## src/common/fmsp_cfg.svh

```systemverilog
// Purpose: offsets, field positions, reset values and counts of the serial port
// Assumes: byte addresses on the Avalon-MM slave port
// Notes: definitions only
`ifndef FMSP_CFG_SVH
`define FMSP_CFG_SVH

`define FMSP_OFF_CTRL 5'h00
`define FMSP_OFF_STAT 5'h04
`define FMSP_OFF_TXD 5'h08
`define FMSP_OFF_RXD 5'h0C
`define FMSP_OFF_BRG 5'h10

`define FMSP_CTRL_RST 8'h00
`define FMSP_BRG_RST 10'h001

`define FMSP_STAT_RXDONE 0
`define FMSP_STAT_TXDONE 1
`define FMSP_STAT_RXB8 2
`define FMSP_STAT_TXBUSY 3
`define FMSP_STAT_RXBUSY 4
`define FMSP_STAT_FIFO_EMPTY 5

`define FMSP_M0_DIV 6
`define FMSP_OVERSAMPLE 16
`define FMSP_FIFO_DEPTH 8

`endif

```

## src/common/fmsp_pkg.sv

```systemverilog
// Purpose: shared types of the serial port
// Assumes: nothing
// Notes: constants live in fmsp_cfg.svh
package fmsp_pkg;

    typedef struct packed {
        logic mode_select_high;
        logic mode_select_low;
        logic rsv5;
        logic rx_enable;
        logic tx_bit8;
        logic rate_doubling_bit;
        logic generator_select;
        logic rsv0;
    } fmsp_ctrl_t;

    typedef struct packed {
        logic tick16;
        logic m0_tick;
    } fmsp_baud_t;

    typedef enum logic [0:0] {
        TX_IDLE = 1'b0,
        TX_RUN = 1'b1
    } fmsp_tx_st_t;

    typedef enum logic [1:0] {
        RX_IDLE = 2'b00,
        RX_START = 2'b01,
        RX_DATA = 2'b11,
        RX_SHIFT = 2'b10
    } fmsp_rx_st_t;

endpackage

```

## src/verilog/fmsp_fifo.sv

```systemverilog
// Purpose: transmit data fifo, valid and ready on both sides
// Assumes: DEPTH is a power of two
// Notes: out_data comes from the storage flops
`timescale 1ns/1ns
module fmsp_fifo
#(
    parameter int WIDTH = 8,
    parameter int DEPTH = 8
)
(
    input wire logic core_clk,
    input wire logic reset,
    input wire logic in_valid,
    output logic in_ready,
    input wire logic [WIDTH-1:0] in_data,
    output logic out_valid,
    input wire logic out_ready,
    output logic [WIDTH-1:0] out_data
);
    localparam int AW = $clog2(DEPTH);
    logic [WIDTH-1:0] mem [DEPTH];
    logic [AW-1:0] wptr, rptr, next_wptr, next_rptr;
    logic [AW:0] count, next_count;
    logic push, pop;

    assign in_ready = (count != DEPTH[AW:0]);
    assign out_valid = (count != '0);
    assign out_data = mem[rptr];

    always_comb
    begin
        push = in_valid && in_ready;
        pop = out_valid && out_ready;
        next_wptr = push ? wptr + 1'b1 : wptr;
        next_rptr = pop ? rptr + 1'b1 : rptr;
        next_count = count;
        if (push && !pop)
        begin
            next_count = count + 1'b1;
        end
        else if (pop && !push)
        begin
            next_count = count - 1'b1;
        end
    end

    always_ff @(posedge core_clk)
    begin
        if (reset)
        begin
            wptr <= '0;
            rptr <= '0;
            count <= '0;
        end
        else
        begin
            wptr <= next_wptr;
            rptr <= next_rptr;
            count <= next_count;
        end
    end

    always_ff @(posedge core_clk)
    begin
        if (push)
        begin
            mem[wptr] <= in_data;
        end
    end
endmodule

```

## src/verilog/fmsp_baud.sv

```systemverilog
// Purpose: baud clock enables for all four modes
// Assumes: timer1_ovf is a one-cycle pulse
// Notes: tick16 is the 16x baud clock, m0_tick a half bit of mode 0
`timescale 1ns/1ns
`include "fmsp_cfg.svh"
module fmsp_baud
import fmsp_pkg::*;
#(
    parameter int BRG_W = 10
)
(
    input wire logic core_clk,
    input wire logic reset,
    input wire logic [1:0] mode,
    input wire logic rate_doubling_bit,
    input wire logic generator_select,
    input wire logic timer1_ovf,
    input wire logic [BRG_W-1:0] brg_div,
    output fmsp_baud_t baud
);
    localparam logic [1:0] M0_HALF = 2'(`FMSP_M0_DIV / 2 - 1);
    logic [1:0] m0_cnt, next_m0_cnt;
    logic [BRG_W-1:0] brg_cnt, next_brg_cnt;
    logic half, next_half;
    logic brg_ovf, src;

    always_comb
    begin
        next_m0_cnt = (m0_cnt == M0_HALF) ? 2'h0 : m0_cnt + 2'h1;
        brg_ovf = (brg_cnt + 1'b1 >= brg_div);
        next_brg_cnt = brg_ovf ? '0 : brg_cnt + 1'b1;
        // mode 2 feeds the oscillator, modes 1 and 3 timer 1 overflow or the generator overflow
        if (mode == 2'h2)
        begin
            src = 1'b1;
        end
        else
        begin
            src = generator_select ? brg_ovf : timer1_ovf;
        end
        next_half = src ? ~half : half;
        baud.tick16 = src && (rate_doubling_bit || half);
        baud.m0_tick = (m0_cnt == M0_HALF);
    end

    always_ff @(posedge core_clk)
    begin
        if (reset)
        begin
            m0_cnt <= 2'h0;
            brg_cnt <= '0;
            half <= 1'b0;
        end
        else
        begin
            m0_cnt <= next_m0_cnt;
            brg_cnt <= next_brg_cnt;
            half <= next_half;
        end
    end
endmodule

```

## src/verilog/fmsp_top.sv

```systemverilog
// Purpose: four-mode serial port with Avalon-MM register slave
// Assumes: rxd_in and timer1_ovf synchronous to core_clk at 20 MHz
// Notes: rxd pin is two-way in mode 0; txd_out then carries the shift clock
// Overview of operation
// - transmitter and receiver run at once, each on its own state; in mode 0 the code lets only one of them run at a time.
// - two mode bits choose shift mode, 8-bit uart, or two 9-bit uarts.
// - mode 0 moves eight bits lsb first on rxd, txd gives shift clock.
// - mode 0 bit rate is the clock divided by six.
// - mode 1 frames are ten bits on txd or rxd, variable rate.
// - mode 2 frames are eleven bits with nine data bits, fixed rate.
// - mode 3 uses the mode 2 frame at the variable rate.
// - async modes use a 16x baud clock divided by sixteen per bit.
// - modes 1 and 3 take timer 1 overflow or the own generator.
// - timer 1 path rate is overflow rate times doubling over 32.
// - generator path rate is its overflow rate times doubling over 32.
// - mode 2 rate is clock over 32, or over 16 when doubled.
//
// The implementer's own choices: the address map and the Avalon-MM register port.
`timescale 1ns/1ns
`include "fmsp_cfg.svh"
module fmsp_top
import fmsp_pkg::*;
(
    input wire logic core_clk,
    input wire logic reset,
    input wire logic [4:0] avs_address,
    input wire logic avs_read,
    input wire logic avs_write,
    input wire logic [3:0] avs_byteenable,
    input wire logic [31:0] avs_writedata,
    output logic [31:0] avs_readdata,
    output logic avs_waitrequest,
    input wire logic timer1_ovf,
    input wire logic rxd_in,
    output logic rxd_out,
    output logic rxd_oe,
    output logic txd_out
);
    fmsp_ctrl_t ctrl, next_ctrl;
    fmsp_baud_t baud;
    logic [1:0] mode;
    logic [9:0] brg_div, next_brg_div;
    logic tx_flag, next_tx_flag, rx_flag, next_rx_flag;
    logic rd_done, next_rd_done;
    logic [31:0] next_readdata;
    logic fifo_in_valid, fifo_in_ready, fifo_out_valid, fifo_pop;
    logic [7:0] fifo_data;
    logic wr_ok, tx_set, rx_set;
    fmsp_tx_st_t tx_state, next_tx_state;
    logic [10:0] tx_sh, next_tx_sh;
    logic [3:0] tx_idx, next_tx_idx, tx_sub, next_tx_sub;
    logic tx_phase, next_tx_phase, tx_line, next_tx_line, tx_clk, next_tx_clk;
    fmsp_rx_st_t rx_state, next_rx_state;
    logic [8:0] rx_sh, next_rx_sh;
    logic [3:0] rx_idx, next_rx_idx, rx_sub, next_rx_sub;
    logic rx_phase, next_rx_phase, rx_clk, next_rx_clk;
    logic [7:0] rx_data, next_rx_data;
    logic rx_b8, next_rx_b8;

    function automatic logic [3:0] frame_bits(input logic [1:0] m);
        frame_bits = (m == 2'h1) ? 4'hA : 4'hB;
    endfunction

    assign mode = {ctrl.mode_select_high, ctrl.mode_select_low};

    fmsp_baud u_baud
    (
        .core_clk(core_clk),
        .reset(reset),
        .mode(mode),
        .rate_doubling_bit(ctrl.rate_doubling_bit),
        .generator_select(ctrl.generator_select),
        .timer1_ovf(timer1_ovf),
        .brg_div(brg_div),
        .baud(baud)
    );

    fmsp_fifo #(.WIDTH(8), .DEPTH(`FMSP_FIFO_DEPTH)) u_fifo
    (
        .core_clk(core_clk),
        .reset(reset),
        .in_valid(fifo_in_valid),
        .in_ready(fifo_in_ready),
        .in_data(avs_writedata[7:0]),
        .out_valid(fifo_out_valid),
        .out_ready(fifo_pop),
        .out_data(fifo_data)
    );

    // register slave
    assign fifo_in_valid = avs_write && avs_address == `FMSP_OFF_TXD && avs_byteenable[0];
    assign avs_waitrequest = (avs_read && !rd_done) || (fifo_in_valid && !fifo_in_ready);
    assign wr_ok = avs_write && !avs_waitrequest && avs_byteenable[0];

    always_comb
    begin
        next_ctrl = ctrl;
        next_brg_div = brg_div;
        next_tx_flag = tx_flag;
        next_rx_flag = rx_flag;
        next_rd_done = avs_read && !rd_done;
        next_readdata = avs_readdata;
        if (wr_ok && avs_address == `FMSP_OFF_CTRL)
        begin
            next_ctrl = fmsp_ctrl_t'(avs_writedata[7:0]);
        end
        if (wr_ok && avs_address == `FMSP_OFF_BRG)
        begin
            next_brg_div[7:0] = avs_writedata[7:0];
            if (avs_byteenable[1])
            begin
                next_brg_div[9:8] = avs_writedata[9:8];
            end
        end
        if (wr_ok && avs_address == `FMSP_OFF_STAT)
        begin
            if (avs_writedata[`FMSP_STAT_TXDONE])
            begin
                next_tx_flag = 1'b0;
            end
            if (avs_writedata[`FMSP_STAT_RXDONE])
            begin
                next_rx_flag = 1'b0;
            end
        end
        // a set in the clearing cycle wins
        if (tx_set)
        begin
            next_tx_flag = 1'b1;
        end
        if (rx_set)
        begin
            next_rx_flag = 1'b1;
        end
        if (avs_read && !rd_done)
        begin
            next_readdata = 32'h0000_0000;
            unique case (avs_address)
                `FMSP_OFF_CTRL: next_readdata[7:0] = ctrl;
                `FMSP_OFF_STAT:
                begin
                    next_readdata[`FMSP_STAT_RXDONE] = rx_flag;
                    next_readdata[`FMSP_STAT_TXDONE] = tx_flag;
                    next_readdata[`FMSP_STAT_RXB8] = rx_b8;
                    next_readdata[`FMSP_STAT_TXBUSY] = (tx_state != TX_IDLE);
                    next_readdata[`FMSP_STAT_RXBUSY] = (rx_state != RX_IDLE);
                    next_readdata[`FMSP_STAT_FIFO_EMPTY] = !fifo_out_valid;
                end
                `FMSP_OFF_RXD: next_readdata[7:0] = rx_data;
                `FMSP_OFF_BRG: next_readdata[9:0] = brg_div;
                default: next_readdata = 32'h0000_0000;
            endcase
        end
    end

    always_ff @(posedge core_clk)
    begin
        if (reset)
        begin
            ctrl <= fmsp_ctrl_t'(`FMSP_CTRL_RST);
            brg_div <= `FMSP_BRG_RST;
            tx_flag <= 1'b0;
            rx_flag <= 1'b0;
            rd_done <= 1'b0;
            avs_readdata <= 32'h0000_0000;
        end
        else
        begin
            ctrl <= next_ctrl;
            brg_div <= next_brg_div;
            tx_flag <= next_tx_flag;
            rx_flag <= next_rx_flag;
            rd_done <= next_rd_done;
            avs_readdata <= next_readdata;
        end
    end

    // transmitter
    always_comb
    begin
        next_tx_state = tx_state;
        next_tx_sh = tx_sh;
        next_tx_idx = tx_idx;
        next_tx_sub = tx_sub;
        next_tx_phase = tx_phase;
        next_tx_line = tx_line;
        next_tx_clk = tx_clk;
        fifo_pop = 1'b0;
        tx_set = 1'b0;
        unique case (tx_state)
            TX_IDLE:
            begin
                next_tx_line = 1'b1;
                next_tx_clk = 1'b1;
                if (mode == 2'h0)
                begin
                    if (fifo_out_valid && baud.m0_tick && rx_state == RX_IDLE)
                    begin
                        fifo_pop = 1'b1;
                        next_tx_sh = {3'h7, fifo_data};
                        next_tx_idx = 4'h0;
                        next_tx_phase = 1'b0;
                        next_tx_state = TX_RUN;
                    end
                end
                else if (fifo_out_valid && baud.tick16)
                begin
                    fifo_pop = 1'b1;
                    next_tx_sh = {1'b1, (mode == 2'h1) | ctrl.tx_bit8, fifo_data, 1'b0};
                    next_tx_line = 1'b0;
                    next_tx_idx = 4'h0;
                    next_tx_sub = 4'h0;
                    next_tx_state = TX_RUN;
                end
            end
            TX_RUN:
            begin
                if (mode == 2'h0)
                begin
                    if (baud.m0_tick)
                    begin
                        next_tx_phase = !tx_phase;
                        next_tx_clk = tx_phase;
                        if (tx_phase)
                        begin
                            next_tx_sh = {1'b1, tx_sh[10:1]};
                            next_tx_idx = tx_idx + 4'h1;
                            if (tx_idx == 4'h7)
                            begin
                                tx_set = 1'b1;
                                next_tx_state = TX_IDLE;
                            end
                        end
                    end
                end
                else if (baud.tick16)
                begin
                    next_tx_sub = tx_sub + 4'h1;
                    if (tx_sub == 4'hF)
                    begin
                        next_tx_sh = {1'b1, tx_sh[10:1]};
                        next_tx_line = tx_sh[1];
                        next_tx_idx = tx_idx + 4'h1;
                        if (tx_idx + 4'h2 == frame_bits(mode))
                        begin
                            tx_set = 1'b1;
                        end
                        if (tx_idx + 4'h1 == frame_bits(mode))
                        begin
                            next_tx_line = 1'b1;
                            next_tx_state = TX_IDLE;
                        end
                    end
                end
            end
        endcase
    end

    always_ff @(posedge core_clk)
    begin
        if (reset)
        begin
            tx_state <= TX_IDLE;
            tx_sh <= 11'h7FF;
            tx_idx <= 4'h0;
            tx_sub <= 4'h0;
            tx_phase <= 1'b0;
            tx_line <= 1'b1;
            tx_clk <= 1'b1;
        end
        else
        begin
            tx_state <= next_tx_state;
            tx_sh <= next_tx_sh;
            tx_idx <= next_tx_idx;
            tx_sub <= next_tx_sub;
            tx_phase <= next_tx_phase;
            tx_line <= next_tx_line;
            tx_clk <= next_tx_clk;
        end
    end

    // receiver
    always_comb
    begin
        next_rx_state = rx_state;
        next_rx_sh = rx_sh;
        next_rx_idx = rx_idx;
        next_rx_sub = rx_sub;
        next_rx_phase = rx_phase;
        next_rx_clk = 1'b1;
        next_rx_data = rx_data;
        next_rx_b8 = rx_b8;
        rx_set = 1'b0;
        unique case (rx_state)
            RX_IDLE:
            begin
                if (mode == 2'h0)
                begin
                    if (ctrl.rx_enable && !rx_flag && tx_state == TX_IDLE && !fifo_out_valid
                        && baud.m0_tick)
                    begin
                        next_rx_idx = 4'h0;
                        next_rx_phase = 1'b0;
                        next_rx_state = RX_SHIFT;
                    end
                end
                else if (ctrl.rx_enable && baud.tick16 && !rxd_in)
                begin
                    next_rx_sub = 4'h0;
                    next_rx_state = RX_START;
                end
            end
            RX_START:
            begin
                if (baud.tick16)
                begin
                    next_rx_sub = rx_sub + 4'h1;
                    if (rx_sub == 4'h7)
                    begin
                        next_rx_sub = 4'h0;
                        next_rx_idx = 4'h0;
                        next_rx_state = rxd_in ? RX_IDLE : RX_DATA;
                    end
                end
            end
            RX_DATA:
            begin
                if (baud.tick16)
                begin
                    next_rx_sub = rx_sub + 4'h1;
                    if (rx_sub == 4'hF)
                    begin
                        next_rx_idx = rx_idx + 4'h1;
                        if (rx_idx + 4'h2 < frame_bits(mode))
                        begin
                            next_rx_sh = {rxd_in, rx_sh[8:1]};
                        end
                        else
                        begin
                            next_rx_state = RX_IDLE;
                            if (rxd_in)
                            begin
                                rx_set = 1'b1;
                                next_rx_data = (mode == 2'h1) ? rx_sh[8:1] : rx_sh[7:0];
                                next_rx_b8 = (mode == 2'h1) ? 1'b1 : rx_sh[8];
                            end
                        end
                    end
                end
            end
            RX_SHIFT:
            begin
                next_rx_clk = rx_clk;
                if (baud.m0_tick)
                begin
                    next_rx_phase = !rx_phase;
                    next_rx_clk = rx_phase;
                    if (rx_phase)
                    begin
                        next_rx_sh = {rxd_in, rx_sh[8:1]};
                        next_rx_idx = rx_idx + 4'h1;
                        if (rx_idx == 4'h7)
                        begin
                            rx_set = 1'b1;
                            next_rx_data = {rxd_in, rx_sh[8:2]};
                            next_rx_state = RX_IDLE;
                        end
                    end
                end
            end
        endcase
    end

    always_ff @(posedge core_clk)
    begin
        if (reset)
        begin
            rx_state <= RX_IDLE;
            rx_sh <= 9'h000;
            rx_idx <= 4'h0;
            rx_sub <= 4'h0;
            rx_phase <= 1'b0;
            rx_clk <= 1'b1;
            rx_data <= 8'h00;
            rx_b8 <= 1'b0;
        end
        else
        begin
            rx_state <= next_rx_state;
            rx_sh <= next_rx_sh;
            rx_idx <= next_rx_idx;
            rx_sub <= next_rx_sub;
            rx_phase <= next_rx_phase;
            rx_clk <= next_rx_clk;
            rx_data <= next_rx_data;
            rx_b8 <= next_rx_b8;
        end
    end

    // pins
    assign txd_out = (mode == 2'h0) ? (tx_clk & rx_clk) : tx_line;
    assign rxd_oe = (mode == 2'h0) && tx_state == TX_RUN;
    assign rxd_out = tx_sh[0];

    a_m0_clk_low: assert property (@(posedge core_clk) disable iff (reset)
        mode == 2'h0 && $past(mode) == 2'h0 && $fell(txd_out) |-> !txd_out [*3] ##1 txd_out)
        else $error("mode 0 shift clock low phase not three cycles");
    a_m0_pin_owner: assert property (@(posedge core_clk) disable iff (reset)
        rxd_oe |-> rx_state == RX_IDLE && mode == 2'h0)
        else $error("rxd driven while receiving");
    a_start_bit_low: assert property (@(posedge core_clk) disable iff (reset)
        mode != 2'h0 && tx_state == TX_RUN && tx_idx == 4'h0 |-> !txd_out)
        else $error("start bit not low");
    a_stop_bit_high: assert property (@(posedge core_clk) disable iff (reset)
        mode != 2'h0 && tx_state == TX_RUN && tx_idx + 4'h1 == frame_bits(mode) |-> txd_out)
        else $error("stop bit not high");
    a_tx_done_pos: assert property (@(posedge core_clk) disable iff (reset)
        $rose(tx_flag) && mode != 2'h0 |-> tx_idx + 4'h1 == frame_bits(mode))
        else $error("transmit flag not at stop bit");
    a_tx_edge_tick: assert property (@(posedge core_clk) disable iff (reset)
        mode != 2'h0 && $stable(mode) && $changed(tx_line) |-> $past(baud.tick16))
        else $error("transmit line moved off the baud clock");
    a_m2_double: assert property (@(posedge core_clk) disable iff (reset)
        mode == 2'h2 && ctrl.rate_doubling_bit |-> baud.tick16)
        else $error("mode 2 doubled baud clock missing");
    a_m2_half: assert property (@(posedge core_clk) disable iff (reset)
        mode == 2'h2 && !ctrl.rate_doubling_bit && $stable(ctrl) && baud.tick16 |=> !baud.tick16)
        else $error("mode 2 baud clock too fast");
    a_t1_source: assert property (@(posedge core_clk) disable iff (reset)
        mode[0] && !ctrl.generator_select && baud.tick16 |-> timer1_ovf)
        else $error("baud clock without timer 1 overflow");
    a_rx_flag_set: assert property (@(posedge core_clk) disable iff (reset)
        rx_set |=> rx_flag)
        else $error("receive flag lost");
    a_tx_indep: assert property (@(posedge core_clk) disable iff (reset)
        mode != 2'h0 && $stable(mode) && tx_state == TX_RUN && tx_sub != 4'hF |=> tx_state == TX_RUN)
        else $error("transmitter stopped early");
endmodule

```

## config.mk

```make
export PLATFORM = sky130hd
export DESIGN_NAME = fmsp_top
export DESIGN_NICKNAME = d
export VERILOG_FILES = /design/src/common/fmsp_pkg.sv /design/src/verilog/fmsp_fifo.sv /design/src/verilog/fmsp_baud.sv /design/src/verilog/fmsp_top.sv
export VERILOG_INCLUDE_DIRS = /design/src /design/src/common
export SDC_FILE = /design/constraint.sdc
export NUM_CORES = 1
export LEC_CHECK = 0
export BUFFER_PORTS_ARGS = -buffer_cell sky130_fd_sc_hd__clkbuf_2
export CORE_MARGIN = 3
export CORE_UTILIZATION = 64
export CTS_CLUSTER_DIAMETER = 100
export CTS_CLUSTER_SIZE = 16
export DETAILED_ROUTE_END_ITERATION = 8
export GPL_ROUTABILITY_DRIVEN = 0
export MAX_ROUTING_LAYER = met4
export PLACE_DENSITY = 0.85
export SYNTH_ARGS = -nofsm -noshare
export SYNTH_HDL_FRONTEND = slang
export SYNTH_HIERARCHICAL = 1
export SYNTH_SLANG_ARGS = --single-unit
```

## constraint.sdc

```tcl
create_clock -name core_clk -period 9.8 [get_ports core_clk]
set_input_delay 0.49 -clock core_clk [delete_from_list [all_inputs] [get_ports core_clk]]
set_output_delay 0.49 -clock core_clk [all_outputs]
set_load 0.03 [all_outputs]
```

-- After elaboration in Yosys (flattened, before gate mapping)
Memory sizes are Yosys's and may differ from the RTL's. A register that Yosys moved wholly into a read port is not among the register bits.
Index checks and enable logic that the tools add are counted.
- add/subtract/negate cells: 12
- multiply operators: 0
- div/mod/pow operators: 0
- order comparisons: 2
- equality and inequality tests: 49
- shift operators: 0
- multiplexer cells: 132
- bitwise logic cells: 6
- reduce and logical (&&, ||, !) cells: 67
- operators with widths (cell ; number):
    4-bit 2-to-1 mux ; 26
    11-bit 2-to-1 mux ; 8
    8-bit 2-to-1 mux ; 8
    1-bit 2-to-1 mux ; 54
    9-bit 2-to-1 mux ; 5
    2-bit != test, second input constant ; 18
    2-bit 2-to-1 mux ; 13
    1-bit logical AND ; 24
    6-bit one-hot mux with 4 select lines ; 1
    11-bit one-hot mux with 2 select lines ; 1
    4-bit by 1-bit adder with 4-bit output, second input constant ; 5
    9-bit one-hot mux with 2 select lines ; 1
    4-bit one-hot mux with 2 select lines ; 2
    4-bit one-hot mux with 4 select lines ; 1
    8-bit one-hot mux with 2 select lines ; 1
    8-bit AND reduction ; 2
    2-bit nonzero test ; 8
    4-bit by 3-bit equality test with 1-bit output, second input constant ; 3
    3-bit != test, second input constant ; 4
    1-bit one-hot mux with 2 select lines ; 6
    4-bit one-hot mux with 3 select lines ; 1
    4-bit AND reduction ; 3
    6-bit AND reduction ; 2
    10-bit by 1-bit adder with 10-bit output, second input constant ; 1
    34 further kinds ; 70
- register bits after elaboration: 107
- latch bits: 0
- bits in writable memories: 64
- memory bits (read-only): 0
- bits of input ports: 47
- output and inout bits: 36
- word-level logic and storage cells: 304
- memories kept: 1
- memories (name ; words ; bits a word ; rd ports ; clocked after Yosys merged registers in ; write ports ; RTL line ; text):
    u_fifo.mem ; 8 ; 8 ; 1 ; 1 ; 1 ; fmsp_fifo.sv:21 ; logic [WIDTH-1:0] mem [DEPTH];

-- Depth between registers and ports, before layout
Gate-level depths: netlist of the first run.
- word-level depth: 13
- gate-level depth with buffers: 21
- mapped depth without buffers: 21

-- Hierarchy
Netlist of the first run, hierarchy kept.
- by module, submodules not included (module ; instances ; cells an instance ; area each (um2) ; sequential area each (um2)):
    fmsp_top ; 1 ; 559 ; 4523.1 ; 1661.6
    fmsp_fifo ; 1 ; 166 ; 3116.7 ; 2182.1
    fmsp_baud ; 1 ; 91 ; 795.8 ; 260.2

-- Worst setup path after synthesis of the first run
OpenSTA, ideal clock, no wires.
- path type: reg-to-reg
- start point: reg u_baud.brg_cnt[2]
- end point: reg u_fifo.count[3]
- setup time: 121 ps
- arrival: 4238 ps
- setup slack: 5441 ps
- stages on the path, launching flop included: 21
- period minus slack after synthesis: 4359 ps
- path through: dfxtp_1 -> and3_1 -> and3_1 -> nand3_1 -> xnor2_1 -> ha_1 -> nand4_1 -> or4_4 -> a31oi_2 -> o21a_1 -> o21a_2 -> nand2_1 -> a21oi_1 -> nand2_1 -> ha_1 -> inv_1 -> ha_1 -> a21oi_1 -> a211oi_1 -> a31oi_1 -> mux2_2
- RTL lines (what ; RTL line ; text):
    start: declaration ; fmsp_baud.sv:23 ; logic [BRG_W-1:0] brg_cnt, next_brg_cnt;
    start signal: assignment ; fmsp_baud.sv:57 ; brg_cnt <= next_brg_cnt;
    end signal: assignment ; fmsp_fifo.sv:59 ; count <= next_count;
    end: declaration ; fmsp_fifo.sv:23 ; logic [AW:0] count, next_count;

==> results of run 1 <==
==> cell usage in the layout (no fill, tap or decap), drive strengths merged, types with 7 or more instances in the layout <==
master,synthesis,final
dfxtp,109,109
nand2,89,89
nor2,80,80
edfxtp,64,64
clkbuf,24,54
a21oi,49,49
mux2i,41,41
nand3,33,33
o21ai,33,33
inv,23,29
ha,23,23
conb,1,22
nor2b,20,20
nor3,17,17
mux4,16,16
mux2,12,12
a211o,11,11
nand2b,11,11
or4b,11,11
xnor2,10,10
a22oi,10,10
a21o,9,9
xor2,9,9
and2,7,7
==> report_power, final <==
group          leakage (nW)  switching [mW]  internal (mW)
clock network         0.298           0.290          0.408
registers              1.45         0.00508          0.748
logic                  1.74          0.0527         0.0191
==> flip-flops by register name, summed over array words and instances (netlist names), 2 cells and up, named ones only <==
name,cells
u_fifo/count,4
rx_sh,9
tx_sub,4
avs_readdata,10
tx_sh,10
rx_idx,4
brg_div,10
u_fifo/wptr,3
rx_state,2
u_fifo/mem,64
rx_sub,4
u_baud/brg_cnt,10
rx_data,8
u_baud/m0_cnt,2
ctrl,8
u_fifo/rptr,3
tx_idx,4
==> per-stage QoR <==
step                      hold slack (ns)  utilization (%)  std cells  total power [mW]
final                               0.294             71.8       1017              1.52
after global routing                0.323             71.8       1017              1.57
after CTS                           0.291             71.8       1017              1.53
after detailed placement            0.413             67.0        985             0.840
after global placement              0.409             67.0        985             0.836
after floorplan                     0.396                -        837             0.826
==> worst min path at each step <==
stage / start / endpoint / slack, ns / cells past startpoint
after floorplan: u_baud/m0_cnt[0]$_SDFF_PP0_ / u_baud/m0_cnt[0]$_SDFF_PP0_ / 0.40 / 1
after global placement: u_baud/m0_cnt[0]$_SDFF_PP0_ / u_baud/m0_cnt[0]$_SDFF_PP0_ / 0.41 / 1
after detailed placement: u_baud/m0_cnt[0]$_SDFF_PP0_ / u_baud/m0_cnt[0]$_SDFF_PP0_ / 0.41 / 1
after CTS: avs_writedata[8] / brg_div[8]$_SDFFE_PP0P_ / 0.29 / 3
after global routing: avs_writedata[8] / brg_div[8]$_SDFFE_PP0P_ / 0.32 / 3
final: avs_writedata[8] / brg_div[8]$_SDFFE_PP0P_ / 0.29 / 3
==> metal layers <==
metal	GRT usage, %	part of all wire (%)	vias to the layer above
met5	-	0	-
met4	12.2	2.6	0
met3	4.86	4.9	41
met2	41.7	50	226
met1	32.7	43	2986
li1	-	-	2945
==> layout make-up <==
class	count	share of cell area, %
Sequential cell	173	44.7
Timing Repair Buffer	39	2.21
Inverter	23	0.941
Clock buffer	19	4.72
Clock inverter	13	1.94
Tap cell	172	2.35
Multi-Input combinational cell	578	43.1
==> cells by family (layout without fill, tap and decap cells) <==
family	after synthesis	after routing	synth area share (%)
simple gates	303	303	18.1
buf+inv	86	94	5.46
fa+ha+maj	24	24	3.65
mux	69	69	11.5
flops	173	173	48.7
xor+xnor	19	19	1.97
compound gates	141	141	10.7
other cells	1	22	0.0445
==> worst max-delay path: cells and delay by family, from the launching register on <==
family / cells / cell delay (ns)
compound gates: 7 / 1.81
simple gates: 7 / 1.50
fa+ha+maj: 3 / 0.86
flops: 1 / 0.38
mux: 1 / 0.37
xor+xnor: 1 / 0.17
buf+inv: 1 / 0.16
==> run_results.csv, run 1 <==
group,metric,value,unit
routing,vias_per_cell,6.09,
synth,synth.distinct_cells,73,
run_status,outcome,"complete, no violations",
die,coreArea,0.0128,sq mm
routing,wl_per_cell,17.3,um
clock_tree,h-tree-depth,4,
clock_tree,clk_path_buf_depth,2,
timing,period_share,54.5,%
timing,slew_headroom,11.0,%
global_route,grt_overflow_total,0,
synth,syn_avg_cell_area,10.3,sq um
setup_path,crit_arrival,5.66,ns
cells_and_area,syn_to_final_growth,8.77,%
setup_path,path_class,"register to register",
timing,finalWorstSetupSlack,4.46,ns
synth,synth_top_area_share,25.9,%
cells_and_area,area.sequential,0.00410,sq mm
synth,synth_common_cells,"109 x dfxtp_1, 87 x nand2_1, 79 x nor2_1",
clock_tree,cts_tree,"built",
setup_path,cp-end-kind,"register",
setup_path,startpoint,"u_baud/brg_cnt[2]$_SDFF_PP0_",
synth,synth_area,0.00844,sq mm
global_route,grt_pass1_vias,6079,
min_path,hold_class,"input pin to register",
die,dieArea,0.0146,sq mm
placement,hpwl,11900,um
timing,skew,0.00918,ns
flow_run,drv_cap,0,
global_route,grt_usage,26.2,%
clock_tree,clock-sinks,173,
setup_path,required,10.12,ns
global_route,grt_first_pass_wirelength,29200,um
synth,ys_seq_area_share,48.7,%
timing,fmax,187,MHz
synth,yosysTopAreaCell,"dfxtp_1",
clock_tree,postCtsHoldBufs,0,
timing,tightest_slew,1.32,ns
synth,synth.most_common_cell,"dfxtp_1",
synth,synth-edff-count,64,
cells_and_area,final_area,0.00918,sq mm
routing,drt-initial-drc-count,712,
setup_path,slowest_stage,"or4_4",
setup_path,rrSetupSlack,4.46,ns
timing,report.final.hold_viol_count,0,
clock_tree,insertion_delay,0.44,ns
timing,setup_tns,0,ns
cells_and_area,fillerInstances,837,
routing,postRouteWirelength,17500,um
setup_path,critPathMaxStageDelay,0.56,ns
routing,drc_errors,0,
synth,synth.area.top_cells,"dfxtp_1 26%, edfxtp_1 23%, mux4_1 5.0%, mux2i_1 4.9%, nand2_1 3.9%",
setup_path,rr_endpoint,"u_fifo/count[3]$_SDFFE_PP0P_",
clock_tree,cts_resized,0,
cells_and_area,drive_above_1_share,11.2,%
die,rows,41,
synth,async_reset_ff_share,0,%
setup_path,rr_worst_depth,20,
pwr,peakVddDrop,145,uV
synth,synth-main-ff-cell,"dfxtp_1",
routing,vias,6198,
timing,period_needed,5.34,ns
die,chipWidth,121,um
setup_path,rr_startpoint,"u_baud/brg_cnt[2]$_SDFF_PP0_",
timing,rsz0062_at_grt,"no",
setup_path,crit_end,"u_fifo/count[3]$_SDFFE_PP0P_",
clock_tree,clk_pin_slew,0.07,ns
routing,ant_nets,0,
die,start_util,66.0,%
clock_tree,cts_setup_buffers,0,
placement,dpl_cell_area,0.00856,sq mm
clock_tree,cts_made_buffers,17,
placement,io_buffers,36,
synth,synth-seq-cells,173,
cells_and_area,multiInputGateArea,0.00396,sq mm
timing,drv_slew,0,
synth,yosys_warnings,6,
global_route,antenna_found_initial,0,
setup_path,crit_chain,"and3_1, and3_1, nand3_1, xnor2_1, ha_1, nand4_1, or4_4, a31oi_2, o21a_1, o21a_2, nand2_1, a21oi_1, nand2_1, ha_1, inv_1, ha_1, a21oi_1, a211oi_1, a31oi_1, mux2_2",
die,die_h,121,um
routing,dr.pass1.iters,5,
global_route,grt_start_max_net_pins,98,
cells_and_area,fin_nets,903,
die,boundaryPins,83,
setup_path,timing.critical_path.mode_cell,"ha_1",
setup_path,cp-start-kind,"register",
cells_and_area,num_antenna_cells,0,
placement,pre_cts_ws,4.77,ns
synth,synthCells,816,
setup_path,path_max_fanout,8,
timing,setup_viol,0,
clock_tree,clock_tree.root_cell,"clkbuf_16",
pwr,leakage,3.50,nW
pwr,power_density,166,mW/mm^2
Note: power is estimated with default switching activity, not from simulation.
==> run 2: changes to the inputs <==
- CORE_UTILIZATION: 64 -> 59
- PLACE_DENSITY: 0.85 -> 0.8
- clock period: 9.8 -> 5.2 ns (I/O delays scaled with it)
==> run_results.csv, run 2 (synthesized netlist as in run 1, its figures left out) <==
group,metric,value,unit
setup_path,rr_endpoint,"u_fifo/count[3]$_SDFFE_PP0P_",
timing,setup_viol,0,
setup_path,crit_chain,"and3_1, and3_1, nand3_1, xnor2_1, ha_1, nand4_1, or4_4, a31oi_2, o21a_1, o21a_2, nand2_1, a21oi_1, nand2_1, ha_1, inv_1, ha_1, a21oi_1, a211oi_1, a31oi_1, mux2_2",
setup_path,critPathMaxStageDelay,0.56,ns
timing,tightest_slew,1.39,ns
setup_path,cp-start-kind,"register",
min_path,hold_path_depth,3,
clock_tree,insertion_delay,0.43,ns
die,chipWidth,126,um
min_path,hold_class,"input pin to register",
setup_path,slowest_stage,"or4_4",
timing,drv_slew,0,
clock_tree,h-tree-depth,4,
routing,dr.pass1.iters,6,
timing,skew,0.0146,ns
setup_path,timing.critical_path.mode_cell,"ha_1",
cells_and_area,fillerInstances,1061,
cells_and_area,layout_common_cells,"109 x dfxtp_1, 87 x nand2_1, 79 x nor2_1",
routing,ant_nets,0,
clock_tree,clock_tree.root_cell,"clkbuf_16",
cells_and_area,drive_above_1_share,11.8,%
cells_and_area,regMostFlops,"u_fifo/mem",
pwr,power.total,2.82,mW
global_route,grt_first_pass_wirelength,30000,um
timing,rsz0062_at_grt,"no",
setup_path,rrSetupSlack,0.30,ns
timing,fmax,204,MHz
setup_path,required,5.52,ns
clock_tree,clk_path_buf_depth,2,
die,rows,43,
placement,io_buffers,36,
flow_run,drv_cap,0,
cells_and_area,area.sequential,0.00410,sq mm
setup_path,cp-end-kind,"register",
clock_tree,cts_setup_buffers,0,
die,dieArea,0.0158,sq mm
cells_and_area,utilization,66.0,%
routing,wl_met1,7720,um
routing,wl_met2,9080,um
routing,top_layer,"met4",
setup_path,path_class,"register to register",
setup_path,worst-path-buf-inv,1,
cells_and_area,fin_nets,908,
clock_tree,clk_pin_slew,0.06,ns
timing,period_share,94.3,%
setup_path,rr_worst_depth,20,
die,die_h,126,um
die,boundaryPins,83,
run_status,outcome,"complete, no violations",
clock_tree,clock-sinks,173,
min_path,hold_end,"brg_div[9]$_SDFFE_PP0P_",
setup_path,rr_startpoint,"u_baud/brg_cnt[2]$_SDFF_PP0_",
clock_tree,cts_tree,"built",
global_route,grt_usage,24.1,%
timing,slew_headroom,6.86,%
global_route,grt_overflow_total,0,
global_route,antenna_found_initial,0,
routing,postRouteWirelength,18200,um
global_route,grt_start_max_net_pins,61,
routing,drt-initial-drc-count,631,
timing,setup_tns,0,ns
pwr,power_density,306,mW/mm^2
timing,report.final.hold_viol_count,0,
routing,wl_per_cell,17.7,um
clock_tree,postCtsHoldBufs,0,
placement,hpwl,12400,um
clock_tree,cts_made_buffers,17,
global_route,grt_pass1_vias,6124,
setup_path,crit_family,"compound AO/OA/AOI/OAI gates",
die,coreArea,0.0139,sq mm
pwr,leakage,3.51,nW
die,start_util,60.5,%
routing,met3_length,959,um
setup_path,crit_arrival,5.22,ns
setup_path,startpoint,"u_baud/brg_cnt[2]$_SDFF_PP0_",
cells_and_area,num_antenna_cells,0,
cells_and_area,syn_to_final_growth,9.00,%
pwr,peakVddDrop,215,uV
setup_path,path_max_fanout,8,
cells_and_area,layout_commonest_cell,"dfxtp_1",
min_path,hp-start,"avs_writedata[9]",
routing,vias,6239,
cells_and_area,largest_reg_flops,64,
routing,drc_errors,0,
routing,vias_per_cell,6.06,
clock_tree,cts_resized,0,
timing,period_needed,4.90,ns
cells_and_area,multiInputGateArea,0.00396,sq mm
run 2: worst max path at each step:
stage / slack, ns / endpoint / depth (start not counted)
finish: 0.30 / u_fifo/count[3]$_SDFFE_PP0P_ / 20
global route: 0.0008 / u_fifo/count[3]$_SDFFE_PP0P_ / 20
CTS: 0.34 / u_fifo/count[3]$_SDFFE_PP0P_ / 20
detailed placement: 0.35 / u_fifo/count[3]$_SDFFE_PP0P_ / 20
global placement: 0.54 / u_fifo/count[3]$_SDFFE_PP0P_ / 20
floorplan: 0.84 / u_fifo/count[3]$_SDFFE_PP0P_ / 20
run 2: worst register-to-register path, stage by stage (launching register included):
cell and delay [ns]:
dfxtp_1 0.38, and3_1 0.22, and3_1 0.20, nand3_1 0.11, xnor2_1 0.16, ha_1 0.30, nand4_1 0.12, or4_4 0.56
a31oi_2 0.23, o21a_1 0.19, o21a_2 0.22, nand2_1 0.07, a21oi_1 0.33, nand2_1 0.17, ha_1 0.24, inv_1 0.16
ha_1 0.29, a21oi_1 0.19, a211oi_1 0.10, a31oi_1 0.20, mux2_2 0.35
run 2: report_power, final:
group          switching, mW  internal, mW
logic                  0.101        0.0366
clock network          0.534         0.726
registers            0.00929          1.41
total                  0.644          2.17
run 2: layer usage:
metal  global-route usage, %  up-vias
met5                       -        -
met4                    9.25        0
met3                    4.06       38
met2                    40.3      228
met1                    29.5     3026
li1                        -     2947
run 2: per-stage QoR:
| step | std cells | worst slack [ns] | cell area (sq um) | hold WS [ns] |
|---|---|---|---|---|
| after floorplan | 837 | 0.841 | 8510 | 0.331 |
| after global placement | 998 | 0.545 | 8610 | 0.410 |
| after detailed placement | 998 | 0.350 | 8610 | 0.417 |
| after CTS | 1030 | 0.336 | 9200 | 0.0560 |
| after global routing | 1030 | 0.000836 | 9200 | 0.0959 |
| final | 1030 | 0.298 | 9200 | 0.0657 |
run 2: cell type report:
class | count | area share, %
clock inverters | 12 | 1.48
well taps | 180 | 2.45
flip-flops and latches | 173 | 44.6
repair buffers | 44 | 2.61
inverters | 23 | 0.939
clock buffers | 20 | 4.86
multi-input cells | 578 | 43.0
